$ cat config.mk
export PLATFORM = sky130hd
export DESIGN_NAME = ubl_top
export DESIGN_NICKNAME = d
export VERILOG_FILES = /design/src/hdl/ubl_pkg.sv /design/src/hdl/ubl_baud_gen.sv /design/src/hdl/ubl_frame_cfg.sv /design/src/hdl/ubl_top.sv
export SDC_FILE = /design/constraint.sdc
export NUM_CORES = 1
export LEC_CHECK = 0
export ABC_AREA = 1
export ABC_CLOCK_PERIOD_IN_PS = 3800
export BUFFER_PORTS_ARGS = -buffer_cell sky130_fd_sc_hd__buf_2
export CORE_MARGIN = 2
export CORE_UTILIZATION = 52
export CTS_CLUSTER_SIZE = 40
export DETAILED_ROUTE_END_ITERATION = 8
export HOLD_SLACK_MARGIN = 0.02
export PLACE_DENSITY_LB_ADDON = 0.3
export SLEW_MARGIN = 25
export SYNTH_ARGS = -nofsm -noshare
export SYNTH_HDL_FRONTEND = slang
export SYNTH_SLANG_ARGS = --single-unit
$ cat constraint.sdc
create_clock -name sys_clk -period 3.8 [get_ports sys_clk]
set_input_delay 0.57 -clock sys_clk [delete_from_list [all_inputs] [get_ports sys_clk]]
set_output_delay 0.57 -clock sys_clk [all_outputs]
set_load 0.05 [all_outputs]
$ cat src/hdl/ubl_pkg.sv
// Constants for the baud divisor and line-control block.
// Assumes a 32-bit register port with byte addresses.
package ubl_pkg;
	localparam int UBL_DATA_W = 32;
	localparam int UBL_INT_W = 16;
	localparam int UBL_FRAC_W = 6;
	localparam int UBL_LCR_W = 8;
	localparam int UBL_CNT_W = UBL_INT_W + 1;
	localparam int UBL_OVERSAMPLE = 16;
	localparam int UBL_FRAC_UNITS = 64;

	localparam logic [7:0] UBL_OFS_INT = 8'h00;
	localparam logic [7:0] UBL_OFS_FRAC = 8'h04;
	localparam logic [7:0] UBL_OFS_LCR = 8'h08;
	localparam logic [7:0] UBL_OFS_STATUS = 8'h0C;

	localparam logic [UBL_INT_W-1:0] UBL_INT_RESET = 16'h0000;
	localparam logic [UBL_FRAC_W-1:0] UBL_FRAC_RESET = 6'h00;
	localparam logic [UBL_LCR_W-1:0] UBL_LCR_RESET = 8'h00;
	localparam logic [UBL_INT_W-1:0] UBL_INT_MAX = 16'hFFFF;

	localparam int UBL_BIT_STICK = 7;
	localparam int UBL_BIT_WL_HI = 6;
	localparam int UBL_BIT_WL_LO = 5;
	localparam int UBL_BIT_FIFO_EN = 4;
	localparam int UBL_BIT_TWO_STOP = 3;
	localparam int UBL_BIT_EVEN = 2;
	localparam int UBL_BIT_PAR_EN = 1;
	localparam int UBL_BIT_BREAK = 0;

	localparam int UBL_BIT_PENDING = 0;
	localparam int UBL_BIT_ZERO_DIV = 1;
	localparam int UBL_BIT_BAD_FRAC = 2;

	localparam logic [3:0] UBL_MIN_DATA_BITS = 4'h5;
endpackage

$ cat src/hdl/ubl_baud_gen.sv
// Fractional divider making the 16x bit-rate tick.
// Assumes divisor inputs change only together with the load pulse.
`timescale 1ns/1ns
module ubl_baud_gen
	import ubl_pkg::*;
(
	input wire logic sys_clk,
	input wire logic resetn,
	input wire logic load,
	input wire logic [UBL_INT_W-1:0] divInt,
	input wire logic [UBL_FRAC_W-1:0] divFrac,
	output logic baudTick
);
	logic [UBL_CNT_W-1:0] cnt_reg;
	logic [UBL_CNT_W-1:0] cnt_next;
	logic [UBL_FRAC_W-1:0] acc_reg;
	logic [UBL_FRAC_W-1:0] acc_next;
	wire logic divOn;
	wire logic [UBL_FRAC_W:0] fracSum;
	wire logic carry;
	wire logic [UBL_CNT_W-1:0] reloadVal;

	assign divOn = (divInt != UBL_INT_RESET);
	assign fracSum = {1'b0, acc_reg} + {1'b0, divFrac};
	assign carry = fracSum[UBL_FRAC_W];
	assign reloadVal = UBL_CNT_W'({1'b0, divInt} - 17'h00001 + {16'h0000, carry});
	assign baudTick = divOn && !load && (cnt_reg == '0);

	always_comb
	begin
		cnt_next = cnt_reg;
		acc_next = acc_reg;
		if (load || !divOn)
		begin
			cnt_next = '0;
			acc_next = '0;
		end
		else if (baudTick)
		begin
			cnt_next = reloadVal;
			acc_next = fracSum[UBL_FRAC_W-1:0];
		end
		else
			cnt_next = cnt_reg - 17'h00001;
	end

	always_ff @(posedge sys_clk)
	begin
		if (!resetn)
		begin
			cnt_reg <= '0;
			acc_reg <= '0;
		end
		else
		begin
			cnt_reg <= cnt_next;
			acc_reg <= acc_next;
		end
	end
endmodule

$ cat src/hdl/ubl_frame_cfg.sv
// Decodes the committed line-control word into framing settings.
// Assumes the shifters read these outputs at character boundaries.
`timescale 1ns/1ns
module ubl_frame_cfg
	import ubl_pkg::*;
(
	input wire logic sys_clk,
	input wire logic resetn,
	input wire logic [UBL_LCR_W-1:0] lineCtrl,
	output logic [3:0] dataBits,
	output logic parityOn,
	output logic parityEven,
	output logic parityStick,
	output logic stickValue,
	output logic twoStopBits,
	output logic fifoEnable,
	output logic sendBreak
);
	function automatic logic [3:0] wordBits(input logic [1:0] code);
		wordBits = UBL_MIN_DATA_BITS + {2'b00, code};
	endfunction

	wire logic [1:0] wlCode;
	wire logic stickSel;
	assign wlCode = {lineCtrl[UBL_BIT_WL_HI], lineCtrl[UBL_BIT_WL_LO]};
	assign stickSel = lineCtrl[UBL_BIT_PAR_EN] && lineCtrl[UBL_BIT_STICK];

	always_ff @(posedge sys_clk)
	begin
		if (!resetn)
		begin
			dataBits <= UBL_MIN_DATA_BITS;
			parityOn <= 1'b0;
			parityEven <= 1'b0;
			parityStick <= 1'b0;
			stickValue <= 1'b0;
			twoStopBits <= 1'b0;
			fifoEnable <= 1'b0;
			sendBreak <= 1'b0;
		end
		else
		begin
			dataBits <= wordBits(wlCode);
			parityOn <= lineCtrl[UBL_BIT_PAR_EN];
			parityEven <= lineCtrl[UBL_BIT_EVEN];
			parityStick <= stickSel;
			stickValue <= !lineCtrl[UBL_BIT_EVEN];
			twoStopBits <= lineCtrl[UBL_BIT_TWO_STOP];
			fifoEnable <= lineCtrl[UBL_BIT_FIFO_EN];
			sendBreak <= lineCtrl[UBL_BIT_BREAK];
		end
	end
endmodule

$ cat src/hdl/ubl_top.sv
// Baud divisor and line-control registers with the bit-rate tick generator.
// Assumes shifters report character activity on the same clock.
// Operation
// - Sixteen-bit integer divisor, software read and write, resets to zero.
// - Six-bit fractional divisor, software read and write, resets to zero.
// - Reference clock divided by integer plus fraction gives the 16x tick.
// - New divisor values take effect only between characters.
// - Ratio 1 to 65535; zero integer divisor stops the tick, fraction ignored.
// - Fraction counts sixty-fourths, error spread over sixty-four ticks.
// - Line-control word has its own register at offset 08, bits 7 to 0, resets zero.
// - Line-control bits 15 to 8 read zero; software leaves them alone.
// - Stick parity sends and checks 0 when even set, 1 when clear.
// - Word length code 11 gives eight data bits, 10 gives seven.
// - All three values commit together once a line-control write has armed the commit and no character is active.
// - Parity enable turns parity on; even select picks even or odd.
`timescale 1ns/1ns
module ubl_top
	import ubl_pkg::*;
#(
	parameter int ADDR_W = 8
)
(
	input wire logic sys_clk,
	input wire logic resetn,
	input wire logic [ADDR_W-1:0] regAddr,
	input wire logic [UBL_DATA_W-1:0] regWdata,
	input wire logic regWrite,
	input wire logic regRead,
	output logic [UBL_DATA_W-1:0] regRdata,
	input wire logic txBusy,
	input wire logic rxBusy,
	output logic baudTick,
	output logic commitPulse,
	output logic divisorInvalid,
	output logic [3:0] dataBits,
	output logic parityOn,
	output logic parityEven,
	output logic parityStick,
	output logic stickValue,
	output logic twoStopBits,
	output logic fifoEnable,
	output logic sendBreak
);
	if (ADDR_W < 4 || ADDR_W > 8)
		$error("ADDR_W must be 4 to 8");

	logic [UBL_INT_W-1:0] intShadow_reg;
	logic [UBL_FRAC_W-1:0] fracShadow_reg;
	logic [UBL_LCR_W-1:0] lcrShadow_reg;
	logic [UBL_INT_W-1:0] intLive_reg;
	logic [UBL_FRAC_W-1:0] fracLive_reg;
	logic [UBL_LCR_W-1:0] lcrLive_reg;
	logic pending_reg;
	logic pending_next;
	logic commit_reg;
	logic invalid_reg;
	logic [UBL_DATA_W-1:0] rdata_reg;

	wire logic [7:0] addr8;
	wire logic selInt;
	wire logic selFrac;
	wire logic selLcr;
	wire logic selStatus;
	wire logic charBusy;
	wire logic doCommit;
	wire logic zeroDiv;
	wire logic badFrac;
	wire logic [UBL_DATA_W-1:0] statusWord;
	wire logic [UBL_DATA_W-1:0] readWord;

	assign addr8 = 8'(regAddr);
	assign selInt = (addr8 == UBL_OFS_INT);
	assign selFrac = (addr8 == UBL_OFS_FRAC);
	assign selLcr = (addr8 == UBL_OFS_LCR);
	assign selStatus = (addr8 == UBL_OFS_STATUS);
	assign charBusy = txBusy || rxBusy;
	assign doCommit = pending_reg && !charBusy;
	assign zeroDiv = (intLive_reg == UBL_INT_RESET);
	assign badFrac = (intLive_reg == UBL_INT_MAX) && (fracLive_reg != UBL_FRAC_RESET);

	assign statusWord = {29'h00000000, badFrac, zeroDiv, pending_reg};
	assign readWord = selInt ? {16'h0000, intShadow_reg}
		: selFrac ? {26'h0000000, fracShadow_reg}
		: selLcr ? {24'h000000, lcrShadow_reg}
		: selStatus ? statusWord
		: '0;

	always_comb
	begin
		pending_next = pending_reg;
		if (doCommit)
			pending_next = 1'b0;
		if (regWrite && selLcr)
			pending_next = 1'b1;
	end

	always_ff @(posedge sys_clk)
	begin
		if (!resetn)
		begin
			intShadow_reg <= UBL_INT_RESET;
			fracShadow_reg <= UBL_FRAC_RESET;
			lcrShadow_reg <= UBL_LCR_RESET;
		end
		else if (regWrite)
		begin
			if (selInt)
				intShadow_reg <= regWdata[UBL_INT_W-1:0];
			if (selFrac)
				fracShadow_reg <= regWdata[UBL_FRAC_W-1:0];
			if (selLcr)
				lcrShadow_reg <= regWdata[UBL_LCR_W-1:0];
		end
	end

	always_ff @(posedge sys_clk)
	begin
		if (!resetn)
		begin
			intLive_reg <= UBL_INT_RESET;
			fracLive_reg <= UBL_FRAC_RESET;
			lcrLive_reg <= UBL_LCR_RESET;
		end
		else if (doCommit)
		begin
			intLive_reg <= intShadow_reg;
			fracLive_reg <= fracShadow_reg;
			lcrLive_reg <= lcrShadow_reg;
		end
	end

	always_ff @(posedge sys_clk)
	begin
		if (!resetn)
		begin
			pending_reg <= 1'b0;
			commit_reg <= 1'b0;
			invalid_reg <= 1'b0;
			rdata_reg <= '0;
		end
		else
		begin
			pending_reg <= pending_next;
			commit_reg <= doCommit;
			invalid_reg <= zeroDiv || badFrac;
			rdata_reg <= regRead ? readWord : '0;
		end
	end

	assign regRdata = rdata_reg;
	assign commitPulse = commit_reg;
	assign divisorInvalid = invalid_reg;

	ubl_baud_gen u_baud
	(
		.sys_clk(sys_clk),
		.resetn(resetn),
		.load(commit_reg),
		.divInt(intLive_reg),
		.divFrac(fracLive_reg),
		.baudTick(baudTick)
	);

	ubl_frame_cfg u_frame
	(
		.sys_clk(sys_clk),
		.resetn(resetn),
		.lineCtrl(lcrLive_reg),
		.dataBits(dataBits),
		.parityOn(parityOn),
		.parityEven(parityEven),
		.parityStick(parityStick),
		.stickValue(stickValue),
		.twoStopBits(twoStopBits),
		.fifoEnable(fifoEnable),
		.sendBreak(sendBreak)
	);
endmodule

==> out/qor.yml, run 1 <==
hold_path:
  hp-class: "input pin to register"
synthesis:
  synth_edf_count: 0
  synth-seq-cells: 113
  syn_area_per_cell_um2: 7.27
  synth_common_cells: "141 x nand2_1, 119 x nor2_1, 113 x dfxtp_1"
  ys_seq_area_frac: 0.437
  netlist_instances: 713
  synth_ff_type: "dfxtp_1"
  yosys.area.top_type: "dfxtp_1"
  yosysMostFrequentCell: "nand2_1"
  synth_area_leaders: "dfxtp_1 44%, nand2_1 10%, nor2_1 8.6%, o21ai_0 7.3%, a21oi_1 6.0%"
  ys_async_sr_fraction: 0
  ys_types: 30
  syn_area_um2: 5180
  yosysWarnings: 0
  synth_top_area_frac: 0.437
critical_path:
  slowest_delay_ns: 0.31
  worstSetupEndpointType: "output port"
  critical_path.cell_chain: "inv_1 -> ha_1 -> nand3_1 -> nor2_1 -> nand4_1 -> nor2_2 -> buf_2"
  worstPathArrival_ns: 2.47
  start_kind: "register"
  cp.required_ns: 3.23
  path_class: "register to output port"
  cp_max_fo: 5
  crit_path_top_delay_cell: "dfxtp_1"
timing:
  min_period_ns: 3.04
  fmax_mhz: 329
  period_share: 0.800
  rsz0062_at_grt: "no"
  tns_ns: 0
  setup_viol: 0
  tightestPinTransition_ns: 0.731
  maxSlewHeadroom: 0.511
  fin_hold_ws_ns: 0.304
  drv_slew: 0
  hold_viol_final: 0
  skew_ns: 0.00598
clock_network:
  cts_buffers: 17
  cts.clk_slew.worst_paths_ns: 0.06
  hold_buffers: 0
  clockRootBuffer: "clkbuf_8"
  clock-sinks: 113
  htree_levels: 4
  postCtsSetupBuffers: 0
  clk_latency_ns: 0.53
  ctsResizeCount: 0
  cts_tree: "done"
  clk_path_buf_depth: 2
layout:
  final_cell_area_um2: 6070
  area_delta_synth_final_pct: 17.2
  layout.nets: 829
  finalNonFillerCells: 918
  largest_reg_flops: 17
  diodes: 0
  drive_gt1_frac: 0.146
  fin_util: 0.624
die:
  io_pins: 92
  die_h_um: 104
  row_count: 36
  dieArea_um2: 10800
  core_um2: 9730
  initial_core_util: 0.532
  dieWidth_um: 104
outcome:
  status: "finished clean"
power_and_ir_drop:
  cellPowerDensity_nw_per_um2: 472
  power_leakage_nw: 2.87
  ir_drop_mv: 0.291
placed_design:
  io_buffers: 59
  dp.cells: 886
  gp_congestion: 0.929
  placed_cell_area_um2: 5490
  dp_hpwl_mm: 8.44
grt:
  grt_pass1_vias: 4427
  grtUsageTotal: 0.229
  grt_pass1_wl_mm: 20.2
  grt_max_degree: 51
  antenna_found_initial: 0
  grt_remaining_overflow: 0
routing:
  vias_per_cell: 5.09
  vias: 4672
  drc: 0
  drt-initial-drc-count: 285
  route.antenna.remaining_nets: 0
  wl_mm: 11.8
  drt_first_pass_iters: 5
  wire_per_inst_um: 12.9
job:
  drv_cap: 0
cells by family after synthesis:
kind of cell	share of synthesized area
other	0.000724
and+or+nand+nor	0.262
AOI/OAI and AO/OA	0.149
adders and majority gates	0.0280
DFF	0.437
buffers and inverters	0.0928
xor gates and xnor gates	0.0304
critical path: cells and delay by family (launching register included):
family                     cells  cell delay (ns)
buffers and inverters          2             0.44
adders and majority gates      1             0.30
DFF                            1             0.31
and+or+nand+nor                4             0.88
final timing paths:
check / startpoint / endpoint / slack, ns / depth (start not counted)
worst max register to register: fracLive_reg[0] / u_baud.cnt_reg[12] / 1.11 / 16
worst min register to register: lcrLive_reg[5] / u_frame.dataBits[0] / 0.42 / 1
worst min-delay path: regWdata[6] / lcrShadow_reg[6] / 0.30 / 3
worst max-delay path: u_baud.cnt_reg[0] / baudTick / 0.76 / 7
power by group:
group | leakage (nW) | internal, mW | switching [mW]
clock | 0.273 | 0.942 | 0.597
sequential | 0.911 | 1.19 | 0.00209
combinational | 1.69 | 0.0352 | 0.103
total | 2.87 | 2.17 | 0.702
metrics by stage:
| step | setup slack [ns] | total power, mW |
|---|---|---|
| floorplan | 1.45 | 1.33 |
| global placement | 1.19 | 1.35 |
| detailed placement | 1.16 | 1.35 |
| CTS | 0.777 | 2.88 |
| global route | 0.573 | 2.96 |
| finish | 0.760 | 2.87 |
placed cells by master (no fill, tap or decap), drive strengths merged:
cell type	synthesis	layout
a31oi	3	3
nand3b	8	8
buf	21	61
nand3	20	20
clkinvlp	0	3
clkinv	0	5
inv	69	73
bufinv	0	2
nor3	5	5
ha	10	10
dfxtp	113	113
o21ai	79	79
fa	1	1
nor2	132	132
conb	1	16
nand2	147	147
o22ai	5	5
xor2	12	12
clkbuf	15	18
nand4	2	2
a21oi	64	64
xnor2	6	6
area by class of cell:
type                    instances  area, um2
repair buffers                 61        310
multi-input cells             510       2490
well taps                     133        166
inverters                      69        262
clock buffers                  18        418
flip-flops and latches        113       2260
fillers                       858       3660
clock inverters                14        158
layer usage:
layer  part of all wire  global-route usage
met1               0.46               0.298
met2               0.46               0.365
met3              0.055              0.0485
met4              0.022               0.105
met5                  0                   0
Power figures use the tool's default switching activity.
==> inputs of run 2 (changes only) <==
- ABC_CLOCK_PERIOD_IN_PS: 3800 -> 2700
- CORE_UTILIZATION: 52 -> 50
- clock period: 3.8 -> 2.7 ns (I/O delays scaled with it)
==> run 2 against run 1 <==
  * Final cell count up 0.76%
  * Sequential cell count unchanged
  * Hold slack got worse by 0.15 ns
  * Clock-buffer cell count is 2 higher
  * Sequential power is 41% higher
  * Sequential share of layout area decreased by 0.99 points
  * Setup slack got worse by 0.62 ns
  * Largest power group unchanged
==> out/qor.yml, run 2 (synthesized netlist as in run 1, its figures left out) <==
outcome:
  status: "finished clean"
placed_design:
  gp_congestion: 0.891  # -4.1%
  placed_cell_area_um2: 5510  # +0.20%
  dp.cells: 890  # +0.45%
  io_buffers: 59  # unchanged
  dp_slack_ns: 0.0985  # -1.07 ns
  dp_hpwl_mm: 8.61  # +2.0%
power_and_ir_drop:
  p_sw_uw: 931  # +33%
  power_leakage_nw: 2.95  # +2.8%
  p_sw_frac: 0.211  # -0.0341
  ir_drop_mv: 0.543  # +87%
  finalPower_mw: 4.42  # +54%
  p_comb_frac: 0.044  # -0.004
  cellPowerDensity_nw_per_um2: 709  # +50%
  p_int_mw: 3.49  # +61%
  power.share.clock: 0.576  # +0.039
  pwr-share-seq: 0.379  # -0.036
die:
  io_pins: 92  # unchanged
  dieWidth_um: 106  # +1.9%
  row_count: 37  # +2.8%
  dieArea_um2: 11200  # +3.9%
  core_um2: 10200  # +4.7%
  die_h_um: 106  # +1.9%
  initial_core_util: 0.509  # -0.0238
timing:
  period_share: 0.949
  skew_ns: 0.00518  # -0.000799 ns
  min_period_ns: 2.56
  fmax_mhz: 390
  tightestPinTransition_ns: 0.752  # +0.0204 ns
  fin_hold_ws_ns: 0.155  # -0.148 ns
  maxSlewHeadroom: 0.498  # -0.0136
  drv_slew: 0  # unchanged
  hold_viol_final: 0  # unchanged
  setup_viol: 0  # unchanged
  setup_slack_ns: 0.137  # -0.624 ns
  tns_ns: 0  # unchanged
critical_path:
  r2r-end: "u_baud.cnt_reg[10]"
  slowest_delay_ns: 0.41  # +0.10 ns
  reg2reg_slack_ns: 0.14  # -0.97 ns
  crit_path_top_delay_cell: "fa_1"
  cp.required_ns: 3.15  # -0.08 ns
  cp_max_fo: 4  # -1
  r2r_start: "fracLive_reg[0]"
  start_kind: "register"
  critical_path.cell_chain: "ha_2 -> inv_1 -> fa_1 -> o21ai_2 -> a21oi_1 -> nor2_1 -> nor2_1 -> ha_1 -> ha_1 -> nand2_1 -> nor2_1 -> nand2_1 -> nand2_1 -> nand2_1 -> inv_1 -> a21oi_1"
  worstSetupEndpointType: "register"
  worstPathArrival_ns: 3.01  # +0.54 ns
  path_class: "register to register"
  cp_common_cell: "nand2_1"
  rr_worst_depth: 16  # unchanged
layout:
  drive_gt1_frac: 0.157  # +0.0107
  fin_util: 0.612  # -0.0117
  layout.nets: 833  # +0.48%
  finalNonFillerCells: 925  # +0.76%
  area_delta_synth_final_pct: 20.4
  largest_reg_flops: 17  # unchanged
  final_cell_area_um2: 6230  # +2.7%
  diodes: 0  # unchanged
  layout_commonest_cell: "nand2_1"
  final_cell_mix: "141 x nand2_1, 118 x nor2_1, 113 x dfxtp_1, 75 x o21ai_0, 67 x inv_1"
routing:
  wl_mm: 12.1  # +2.2%
  wire_per_inst_um: 13.1  # +1.4%
  drt_first_pass_iters: 5  # unchanged
  drc: 0  # unchanged
  drt-initial-drc-count: 355  # +25%
  route.antenna.remaining_nets: 0  # unchanged
  vias_per_cell: 5.08  # about the same
  vias: 4703  # +0.66%
grt:
  grt_pass1_vias: 4504  # +1.7%
  grt_remaining_overflow: 0  # unchanged
  grt_pass1_wl_mm: 20.2  # +0.17%
  grt_max_degree: 36  # -29%
  antenna_found_initial: 0  # unchanged
  grtUsageTotal: 0.226  # -0.00357
hold_path:
  hold_depth: 3  # unchanged
  hp-class: "input pin to register"
  hp-start: "regWdata[6]"
  hold_end: "lcrShadow_reg[6]"
clock_network:
  hold_buffers: 0  # unchanged
  clock-sinks: 113  # unchanged
  htree_levels: 4  # unchanged
  cts.clk_slew.worst_paths_ns: 0.06  # about the same
  clk_path_buf_depth: 2  # unchanged
  cts_tree: "done"
  cts_buffers: 17  # unchanged
  clk_latency_ns: 0.52  # about the same
  clockRootBuffer: "clkbuf_8"
job:
  drv_cap: 0  # unchanged
==> run 2: cell count changes in the layout (fill, tap and decap cells not counted), moves of 2 or more <==
| cell | before | now |
|---|---|---|
| inv_6 | 4 | 2 |
| bufinv_16 | 2 | 6 |
| clkinv_4 | 4 | 1 |
| clkbuf_8 | 1 | 4 |
| buf_4 | 2 | 6 |
| nor2_4 | 3 | 5 |
==> run 2: critical path, delay by kind of cell (launching register included) <==
kind,cells,cell delay [ns]
DFF,1,0.38
AOI/OAI and AO/OA,3,0.43
and+or+nand+nor,7,0.53
adders and majority gates,4,1.05
buffers and inverters,2,0.09
==> run 2: power groups by stage <==
stage	Clock [mW]	Combinational, mW	Sequential (mW)
finish	2.55	0.196	1.68
global route	2.66	0.215	1.68
CTS	2.57	0.192	1.68
detailed placement	0	0.191	1.71
global placement	0	0.189	1.71
floorplan	0	0.157	1.72
==> run 2: cell type report <==
cell class / instances / area [um2]
clock inverters: 12 / 226
clock buffers: 20 / 455
well taps: 136 / 170
repair buffers: 65 / 347
flip-flops and latches: 113 / 2260
multi-input cells: 510 / 2510
inverters: 69 / 262
fillers: 898 / 3950
==> run 2: timing repair <==
| action | CTS | global route |
|---|---|---|
| resized for setup | 1 | 8 |
| pin swaps | 0 | 2 |
| buffers inserted | 0 | 3 |
| setup endpoints to repair | 1 | 14 |
==> run 2: how the worst max path moves through the flow <==
| stage | cells past startpoint | from | slack [ns] | to |
|---|---|---|---|---|
| floorplan | 16 | fracLive_reg[0] | 0.35 | u_baud.cnt_reg[10] |
| global placement | 16 | fracLive_reg[0] | 0.13 | u_baud.cnt_reg[10] |
| detailed placement | 16 | fracLive_reg[0] | 0.1 | u_baud.cnt_reg[10] |
| CTS | 7 | u_baud.cnt_reg[0] | 0.003 | baudTick |
| global route | 16 | fracLive_reg[0] | -0.04 | u_baud.cnt_reg[10] |
| finish | 16 | fracLive_reg[0] | 0.14 | u_baud.cnt_reg[10] |
==> run 2: per-layer routing <==
metal  routed length, um  GRT usage  share of wire
met1                5240      0.271           0.43
met2                5860      0.372           0.49
met3                 621     0.0693          0.051
met4                 364     0.0977          0.030
met5                   0          0              0
